===== config.mk =====
export PLATFORM = sky130hd
export DESIGN_NAME = sar_readout
export DESIGN_NICKNAME = d
export VERILOG_FILES = /design/src/sar_sync2.v /design/src/sar_readout.v
export VERILOG_INCLUDE_DIRS = /design/src
export SDC_FILE = /design/constraint.sdc
export NUM_CORES = 1
export LEC_CHECK = 0
export BUFFER_PORTS_ARGS = -buffer_cell sky130_fd_sc_hd__clkbuf_2
export CELL_PAD_IN_SITES_DETAIL_PLACEMENT = 1
export CELL_PAD_IN_SITES_GLOBAL_PLACEMENT = 2
export CORE_ASPECT_RATIO = 0.75
export CORE_MARGIN = 2
export CORE_UTILIZATION = 40
export DETAILED_ROUTE_END_ITERATION = 6
export PLACE_DENSITY_LB_ADDON = 0.08
export SLEW_MARGIN = 40
export SYNTH_ARGS = -nofsm -noshare
export SYNTH_HDL_FRONTEND = slang
export SYNTH_SLANG_ARGS = --single-unit

===== constraint.sdc =====
create_clock -name clk -period 4.5 [get_ports clk]
set_input_delay 0.225 -clock clk [delete_from_list [all_inputs] [get_ports clk]]
set_output_delay 0.225 -clock clk [all_outputs]
set_load 0.05 [all_outputs]

===== src/sar_consts.vh =====
`ifndef SAR_CONSTS_VH
`define SAR_CONSTS_VH
// ----------------------------------------
// Frame layout
// ----------------------------------------
`define SAR_RES_W 12
`define SAR_LEAD_ZEROS 4
`define SAR_FRAME_BITS 16
`define SAR_CNT_W 5
`define SAR_TRACK_EDGE 5'h0D
`define SAR_CNT_ZERO 5'h00
`define SAR_CNT_ONE 5'h01
`define SAR_RES_ZERO 12'h000
`define SAR_BIT_HI 1'b1
`define SAR_BIT_LO 1'b0
// ----------------------------------------
// Conversion and slot limits
// ----------------------------------------
`define SAR_CNT_MAX 5'h1F
`define SAR_LAST_TRIAL 5'h0C
`define SAR_TRACK_PREV 5'h0C
`define SAR_TRIAL_MSB 12'h800
`define SAR_ZERO_NIB 4'h0
`define SAR_SLOT_END 5'h10
`endif


===== src/sar_sync2.v =====
`timescale 1ns/1ns
module sar_sync2 #(
  // Idle level of the pin, so reset shows no false edge
  parameter RST_VAL = 1'b0
) (
  // Clock and reset
  input wire clk,
  input wire srst,
  // Async level in, synced level out
  input wire d,
  output reg q
);
  reg meta_q;
  always @(posedge clk) begin
    if (srst) begin
      meta_q <= RST_VAL;
      q <= RST_VAL;
    end else begin
      meta_q <= d;
      q <= meta_q;
    end
  end
endmodule // sar_sync2


===== src/sar_readout.v =====
`timescale 1ns/1ns
`include "sar_consts.vh"
module sar_readout (
  // System
  input wire clk,
  input wire srst,
  // Serial link pins
  input wire cs_n,
  input wire sclk,
  output reg serial_result_out,
  output reg serial_result_oe,
  // Comparator from analog core
  input wire cmp_in,
  // Track/hold and result status
  output reg track_q,
  output reg [11:0] result_q,
  output reg result_valid_q
);
  // ----------------------------------------
  // Pin synchronisers
  // ----------------------------------------
  wire cs_n_s;
  wire sclk_s;
  wire cmp_s;
  // Chip select idles high; a low reset value would fake a frame start
  sar_sync2 #(.RST_VAL(`SAR_BIT_HI)) u_cs (.clk(clk), .srst(srst), .d(cs_n), .q(cs_n_s));
  sar_sync2 u_ck (.clk(clk), .srst(srst), .d(sclk), .q(sclk_s));
  sar_sync2 u_cm (.clk(clk), .srst(srst), .d(cmp_in), .q(cmp_s));

  // ----------------------------------------
  // Edge detection
  // ----------------------------------------
  reg cs_n_q;
  reg sclk_q;
  wire cs_fall = cs_n_q & ~cs_n_s;
  wire sclk_rise = ~sclk_q & sclk_s;
  wire sclk_fall = sclk_q & ~sclk_s;
  always @(posedge clk) begin
    if (srst) begin
      cs_n_q <= `SAR_BIT_HI;
      sclk_q <= `SAR_BIT_LO;
    end else begin
      cs_n_q <= cs_n_s;
      sclk_q <= sclk_s;
    end
  end

  // ----------------------------------------
  // Frame state
  // ----------------------------------------
  localparam ST_IDLE = 1'b0;
  localparam ST_FRAME = 1'b1;
  reg state_q;
  reg state_d;
  // Host may cut a frame short at any point
  wire frame_start = (state_q == ST_IDLE) & cs_fall;
  wire frame_end = (state_q == ST_FRAME) & cs_n_s;
  wire in_frame = (state_q == ST_FRAME) & ~cs_n_s;

  // Chip select alone opens and closes a frame
  always @* begin
    state_d = state_q;
    case (state_q)
      ST_IDLE: begin
        if (cs_fall) begin
          state_d = ST_FRAME;
        end
      end
      ST_FRAME: begin
        if (cs_n_s) begin
          state_d = ST_IDLE;
        end
      end
      default: begin
        state_d = ST_IDLE;
      end
    endcase
  end

  always @(posedge clk) begin
    if (srst) begin
      state_q <= ST_IDLE;
    end else begin
      state_q <= state_d;
    end
  end

  // ----------------------------------------
  // Serial clock edge counters
  // ----------------------------------------
  reg [4:0] rise_cnt_q;
  reg [4:0] fall_cnt_q;
  // Edges only count inside a frame
  wire rise_hit = in_frame & sclk_rise;
  wire fall_hit = in_frame & sclk_fall;

  // Saturate so surplus clocks never wrap back into the result slots
  always @(posedge clk) begin
    if (srst) begin
      rise_cnt_q <= `SAR_CNT_ZERO;
    end else if (frame_start) begin
      rise_cnt_q <= `SAR_CNT_ZERO;
    end else if (rise_hit && rise_cnt_q != `SAR_CNT_MAX) begin
      rise_cnt_q <= rise_cnt_q + `SAR_CNT_ONE;
    end
  end

  always @(posedge clk) begin
    if (srst) begin
      fall_cnt_q <= `SAR_CNT_ZERO;
    end else if (frame_start) begin
      fall_cnt_q <= `SAR_CNT_ZERO;
    end else if (fall_hit && fall_cnt_q != `SAR_CNT_MAX) begin
      fall_cnt_q <= fall_cnt_q + `SAR_CNT_ONE;
    end
  end

  // ----------------------------------------
  // Successive approximation
  // ----------------------------------------
  reg [11:0] sar_q;
  // Trial bit as one-hot, moving down one place per rising edge
  reg [11:0] trial_q;
  // Rises 1..12 settle one bit each, MSB first
  wire sar_step = rise_hit && (rise_cnt_q < `SAR_LAST_TRIAL);

  always @(posedge clk) begin
    if (srst) begin
      sar_q <= `SAR_RES_ZERO;
      trial_q <= `SAR_RES_ZERO;
    end else if (frame_start) begin
      sar_q <= `SAR_RES_ZERO;
      trial_q <= `SAR_TRIAL_MSB;
    end else if (sar_step) begin
      // Keep trial bit while input is above the DAC level
      if (cmp_s) begin
        sar_q <= sar_q | trial_q;
      end
      trial_q <= {`SAR_BIT_LO, trial_q[11:1]};
    end
  end

  // ----------------------------------------
  // Track/hold and result
  // ----------------------------------------
  // Thirteenth rise: all twelve bits are settled by now
  wire track_hit = rise_hit && (rise_cnt_q == `SAR_TRACK_PREV);

  // Sample is held from the chip-select edge until tracking resumes
  always @(posedge clk) begin
    if (srst) begin
      track_q <= `SAR_BIT_HI;
    end else if (frame_start) begin
      track_q <= `SAR_BIT_LO;
    end else if (frame_end) begin
      track_q <= `SAR_BIT_HI;
    end else if (track_hit) begin
      track_q <= `SAR_BIT_HI;
    end
  end

  // A cut frame never loads a partial result
  always @(posedge clk) begin
    if (srst) begin
      result_q <= `SAR_RES_ZERO;
      result_valid_q <= `SAR_BIT_LO;
    end else begin
      result_valid_q <= `SAR_BIT_LO;
      if (track_hit) begin
        result_q <= sar_q;
        result_valid_q <= `SAR_BIT_HI;
      end
    end
  end

  // ----------------------------------------
  // Output slot map
  // ----------------------------------------
  // Slot 0 goes out first; leading zeros, then result MSB first
  wire [15:0] frame_word = {`SAR_ZERO_NIB, sar_q};
  wire [15:0] slot_vec;
  genvar g;
  generate
    for (g = 0; g < `SAR_FRAME_BITS; g = g + 1) begin : g_slot
      assign slot_vec[g] = frame_word[`SAR_FRAME_BITS - 1 - g];
    end
  endgenerate

  // Each result bit is decided three rises before its slot is shown
  wire [4:0] next_slot = fall_cnt_q + `SAR_CNT_ONE;
  // Falls from the sixteenth on give zeros
  wire next_bit = (next_slot < `SAR_SLOT_END) ? slot_vec[next_slot[3:0]] : `SAR_BIT_LO;

  // ----------------------------------------
  // Serial output
  // ----------------------------------------
  // Slot 0 is driven at chip select, the rest one per falling edge
  always @(posedge clk) begin
    if (srst) begin
      serial_result_out <= `SAR_BIT_LO;
      serial_result_oe <= `SAR_BIT_LO;
    end else if (frame_start) begin
      serial_result_oe <= `SAR_BIT_HI;
      serial_result_out <= `SAR_BIT_LO;
    end else if (frame_end) begin
      serial_result_oe <= `SAR_BIT_LO;
      serial_result_out <= `SAR_BIT_LO;
    end else if (fall_hit) begin
      serial_result_out <= next_bit;
    end
  end
endmodule // sar_readout


### After elaboration in Yosys (flattened, before gate mapping)

Cells that the tools add are included.

* output and inout port bits: 16
* input bits: 5
* register bits: 59
* word-level logic and storage cells: 64

* bitwise operators: 13
* equality and inequality tests: 3
* $add $sub $neg: 2
* reductions and logical operators: 10
* order comparisons: 3
* mux-type cells: 14

Operators with widths (number)
* 12-bit 2-to-1 mux: 2
* 12-bit OR: 1
* 5-bit by 1-bit adder with 5-bit output (second input constant): 2
* 1-bit 2-to-1 mux: 10
* 5-bit inequality test (second input constant): 2
* 1-bit bitwise AND: 8
* 5-bit by 4-bit equality test with 1-bit output (second input constant): 1
* 4-bit by 5-bit less-than comparator with 1-bit output (second input constant): 1
* 5-bit by 4-bit less-than comparator with 1-bit output (second input constant): 1
* 5-bit less-than comparator (second input constant): 1
* 1-bit binary-select mux with 4-bit select: 1
* 1-bit logical AND: 4
* 1-bit NOT: 4
* 2-bit nonzero test: 2
* 3-bit nonzero test: 1
* 3-bit OR reduction: 1
* 1-bit one-hot mux with 2 select lines: 1
* 2-bit AND reduction: 1
* 2-bit OR reduction: 1

### Logic depth before layout (Yosys ltp)

* word-level depth: 7
* gate-level depth with buffers: 7
* gate-level depth less buffers: 7

### By module

A second synthesis with hierarchy kept.

* cells, all modules: 218
* area, all modules: 2242.2 um2

Modules (own cells, without submodules)
* sar_readout: cells an instance 206, area an instance 2084.5 um2, seq. area each 1061.0 um2, times used 1
* sar_sync2: cells an instance 4, area an instance 52.6 um2, seq. area each 40.0 um2, times used 3

### Worst setup path before layout

No wires, ideal clock.

* kind: register to register
* from: register fall_cnt_q[0]
* to: register serial_result_out
* data required time: 4368 ps
* arrival: 1652 ps
* period minus slack after synthesis: 1784 ps
* slack: 2716 ps
* setup time: 132 ps
* buffers on the path: 0
* stages on the path, launching flop included: 6
* cells stage by stage: dfxtp_1 ha_1 xnor2_1 mux4_1 o211ai_1 a221oi_1

* longest elaborated chain between the ends: 4
* elaborated cells on any way between the ends: 5
* classes of those cells: add/sub (1); order compare (1); mux (3)

RTL lines
* start, declared: RTL line sar_readout.v:92 `reg [4:0] fall_cnt_q;`
* start signal, assigned: RTL line sar_readout.v:110 `` fall_cnt_q <= `SAR_CNT_ZERO; ``
* start signal, assigned: RTL line sar_readout.v:112 `` fall_cnt_q <= `SAR_CNT_ZERO; ``
* start signal, assigned: RTL line sar_readout.v:114 `` fall_cnt_q <= fall_cnt_q + `SAR_CNT_ONE; ``
* 5-bit by 1-bit adder with 5-bit output (no line) *
* 1-bit binary-select mux with 4-bit select: RTL line sar_readout.v:192 `` wire next_bit = (next_slot < `SAR_SLOT_END) ? slot_vec[next_slot[3:0]] : `SAR_BIT_LO; ``
* 1-bit 2-to-1 mux (implied by the code): RTL line sar_readout.v:192
* 1-bit 2-to-1 mux (no line) *
* end signal, assigned: RTL line sar_readout.v:200 `` serial_result_out <= `SAR_BIT_LO; ``
* end signal, assigned: RTL line sar_readout.v:204 `` serial_result_out <= `SAR_BIT_LO; ``
* end signal, assigned: RTL line sar_readout.v:207 `` serial_result_out <= `SAR_BIT_LO; ``
* end, declared: RTL line sar_readout.v:10 `output reg serial_result_out,`

Mark *: on every way between the ends. The rest lies on a longest branch, timed or not. The select of a mux whose other input is x is not followed.
A chain may end at the register's enable or synchronous reset.

### Worst setup path after layout

Same ends and word-level chain as after synthesis.

==> run metrics <==
crit path max fanout=6; critical path endpoint category=flip-flop; share of cells above drive strength 1=18.70%; Top Family by Delay on Critical Path=multiplexers; clock root buffer=clkbuf_8; die height=68.84 um; Synth area leader=dfxtp_1; cts bufs inserted=9; Reg clk slew, reported paths=about 0.070 ns; Initial Util=between 40% and 50%; post-DR wirelength/cell=15.04 um; global-route wire length before repair=8.073 mm; Setup crit start kind=flip-flop; met2 WL=around 2.1 mm; measured slew at the worst slew-check pin=0.7838 ns; RSZ-0062 raised after global routing=no; post-cts resize count=0; Final Net Count=251; EDFF count, synth=0; GR Util All Layers=17.56%; Highest Signal Layer=met4; synth cell count leaders=dfxtp_1, nor2_1, mux2i_1, a21oi_1; top area cells in the synthesized netlist=dfxtp_1, mux2i_1, nor2_1, a21oi_1, ha_1; worst setup path class=reg -> reg; Die W=90.45 um; Final Max Tran Viols=0; DR WL met3=206 um; CTS Buffer Depth=2; drt total wl=a little under 5 mm; Power Total=roughly 1.1 mW; CP required=4.68 ns; worst hold path startpoint=cs_n; largest net degree at the start of global routing=35; Fin. Hold Viols=0; most frequent cell after synthesis=dfxtp_1; flops & latches, synth=59; worst hold path type=in -> reg; hold_buf cts=0; slowest stage cell, crit path=mux4_1; worst vdd ir=0.1877 mV; Critical Path AT=about 2.2 ns; Tcrit/Tclk final=a little under half; Residual DRC=0; clock sinks=between 50 and 60; hpwl dp=3.425 mm; worst hold stages=2; core area=5381 sq um; share of Yosys cell area claimed by the top area cell type=between 50% and 60%; vias=1576; # diodes=0; MaxCap Viol Count=0; drt initial violations=21; std cell rows=23; Congestion Overflow GR=0; Final Util=48.62%; H-tree levels=3; synthesized area per cell=~10 sq um; CP Depth=5; initial antenna violation count=0; final setup fails=0; critical-path cell list=ha_1 -> xnor2_1 -> mux4_1 -> o211ai_1 -> a221oi_1; clock period minus worst slack=2.059 ns; Synth warnings=0; vias per inst=4.910; M1 WL=2.462 mm; Routed Antenna Nets=0; Reg2Reg Depth=5; synth unique cells=34; setup bufs post-CTS=0; Crit. Startpoint=fall_cnt_q[0]$_SDFFE_PP0P_; worst flop-to-flop path startpoint=fall_cnt_q[0]$_SDFFE_PP0P_; Post-Syn Area=2242 sq um; Fillers=630; Slew Limit Headroom=a little under half; ys async rst share=0%; Area growth, synth to finish=16.69%; Static Leak=0.9622 nW; post-synthesis sequential area ratio=52.68%; DRT Pass-1 Iters=4; latest clock arrival within the worst-skew pair=between 0.3 and 0.4 ns; PortBufs=20; Power per Cell Area=415.5 nW/um^2; number of global-route vias before repair=1598; GP Congestion=0.7485; Setup Skew=roughly 0.0072 ns; WP buf/inv=0; Gate Count Post-Synth=218; Mapped Nets=228; fmax=485.7 MHz; ys flop type=dfxtp_1; # IOs=21; status=finished, final reports clean; CTS tree=yes; Max stage delay on crit path=0.61 ns; die area=a little over 6000 sq um; setup TNS=0 ns
-- through the flow --
stage | std cells | hold slack (ns) | instance area, sq um | setup WS [ns]
floorplan | 218 | 0.2966 | 2242 | 2.716
global placement | 304 | 0.3957 | 2376 | 2.340
detailed placement | 304 | 0.4003 | 2382 | 2.277
CTS | 320 | 0.05480 | 2609 | 2.230
global route | 321 | 0.05174 | 2616 | 2.329
finish | 321 | 0.06687 | 2616 | 2.441
-- kinds of logic after synthesis --
group	count (synthesis)	synth area share, %
simple gates	80	17.52
flops	59	52.68
compound gates	27	7.367
mux	27	13.34
buf+inv	12	3.180
xor+xnor	8	3.125
fa+ha+maj	5	2.790
-- layer usage --
layer / global-route usage, % / vias up
met2: 26.88 / 27
met5: 0 / -
met3: 6.739 / 6
li1: - / 784
met1: 22.94 / 759
met4: 6.346 / 0
-- final timing paths --
check	end	slack, ns
worst min register to register	u_cs.q$_SDFF_PP1_	0.42
worst min-delay path	u_cs.meta_q$_SDFF_PP1_	0.07
worst max-delay path	serial_result_out$_SDFFE_PP0P_	2.44
worst max register to register	serial_result_out$_SDFFE_PP0P_	2.44
-- cell usage in the layout, fill, tap and decap left out --
cell and instances:
clkbuf_8 10, clkbuf_2 20, bufinv_16 2, xor2_1 4, nand4bb_1 1, and2_1 1, o21bai_1 1, a32oi_1 1
nor3_4 1, mux4_2 1, nor3b_1 2, nor2_1 48, mux4_1 1, nand4bb_4 1, clkinv_2 1, nor3_1 3
o21ai_0 4, nand2_1 6, clkinv_4 1, a211oi_4 1, nand4_1 1, o211ai_1 1, dfxtp_1 59, and2_2 1
a21oi_1 17, a221oi_1 1, or2_2 4, nor2b_1 6, a211oi_1 1, mux2i_1 25, xnor2_1 4, and3_1 2
ha_1 5, inv_1 3, nor4_1 1, clkinvlp_4 2, nand3_1 2, buf_4 1
-- sequential cells by signal (all words and copies together) (netlist names), 5 cells and up --
register / flops
result_q: 12
sar_q: 12
rise_cnt_q: 5
fall_cnt_q: 5
trial_q: 12
-- where the power goes --
| group | switching [mW] | total [mW] | internal (mW) |
|---|---|---|---|
| Combinational | 0.0150 | 0.0213 | 0.00623 |
| Clock | 0.209 | 0.536 | 0.326 |
| Sequential | 0.00309 | 0.530 | 0.527 |
-- area by class of cell --
class                   instances  area [sq um]  area share (%)
flip-flops and latches         59          1181           45.15
well taps                      75         93.84           3.587
inverters                       3         11.26          0.4304
repair buffers                 21         107.6           4.113
multi-input cells             147         996.0           38.07
clock inverters                 6         88.84           3.396
clock buffers                  10         137.6           5.261
No activity file was read; power rests on OpenSTA's default activity.
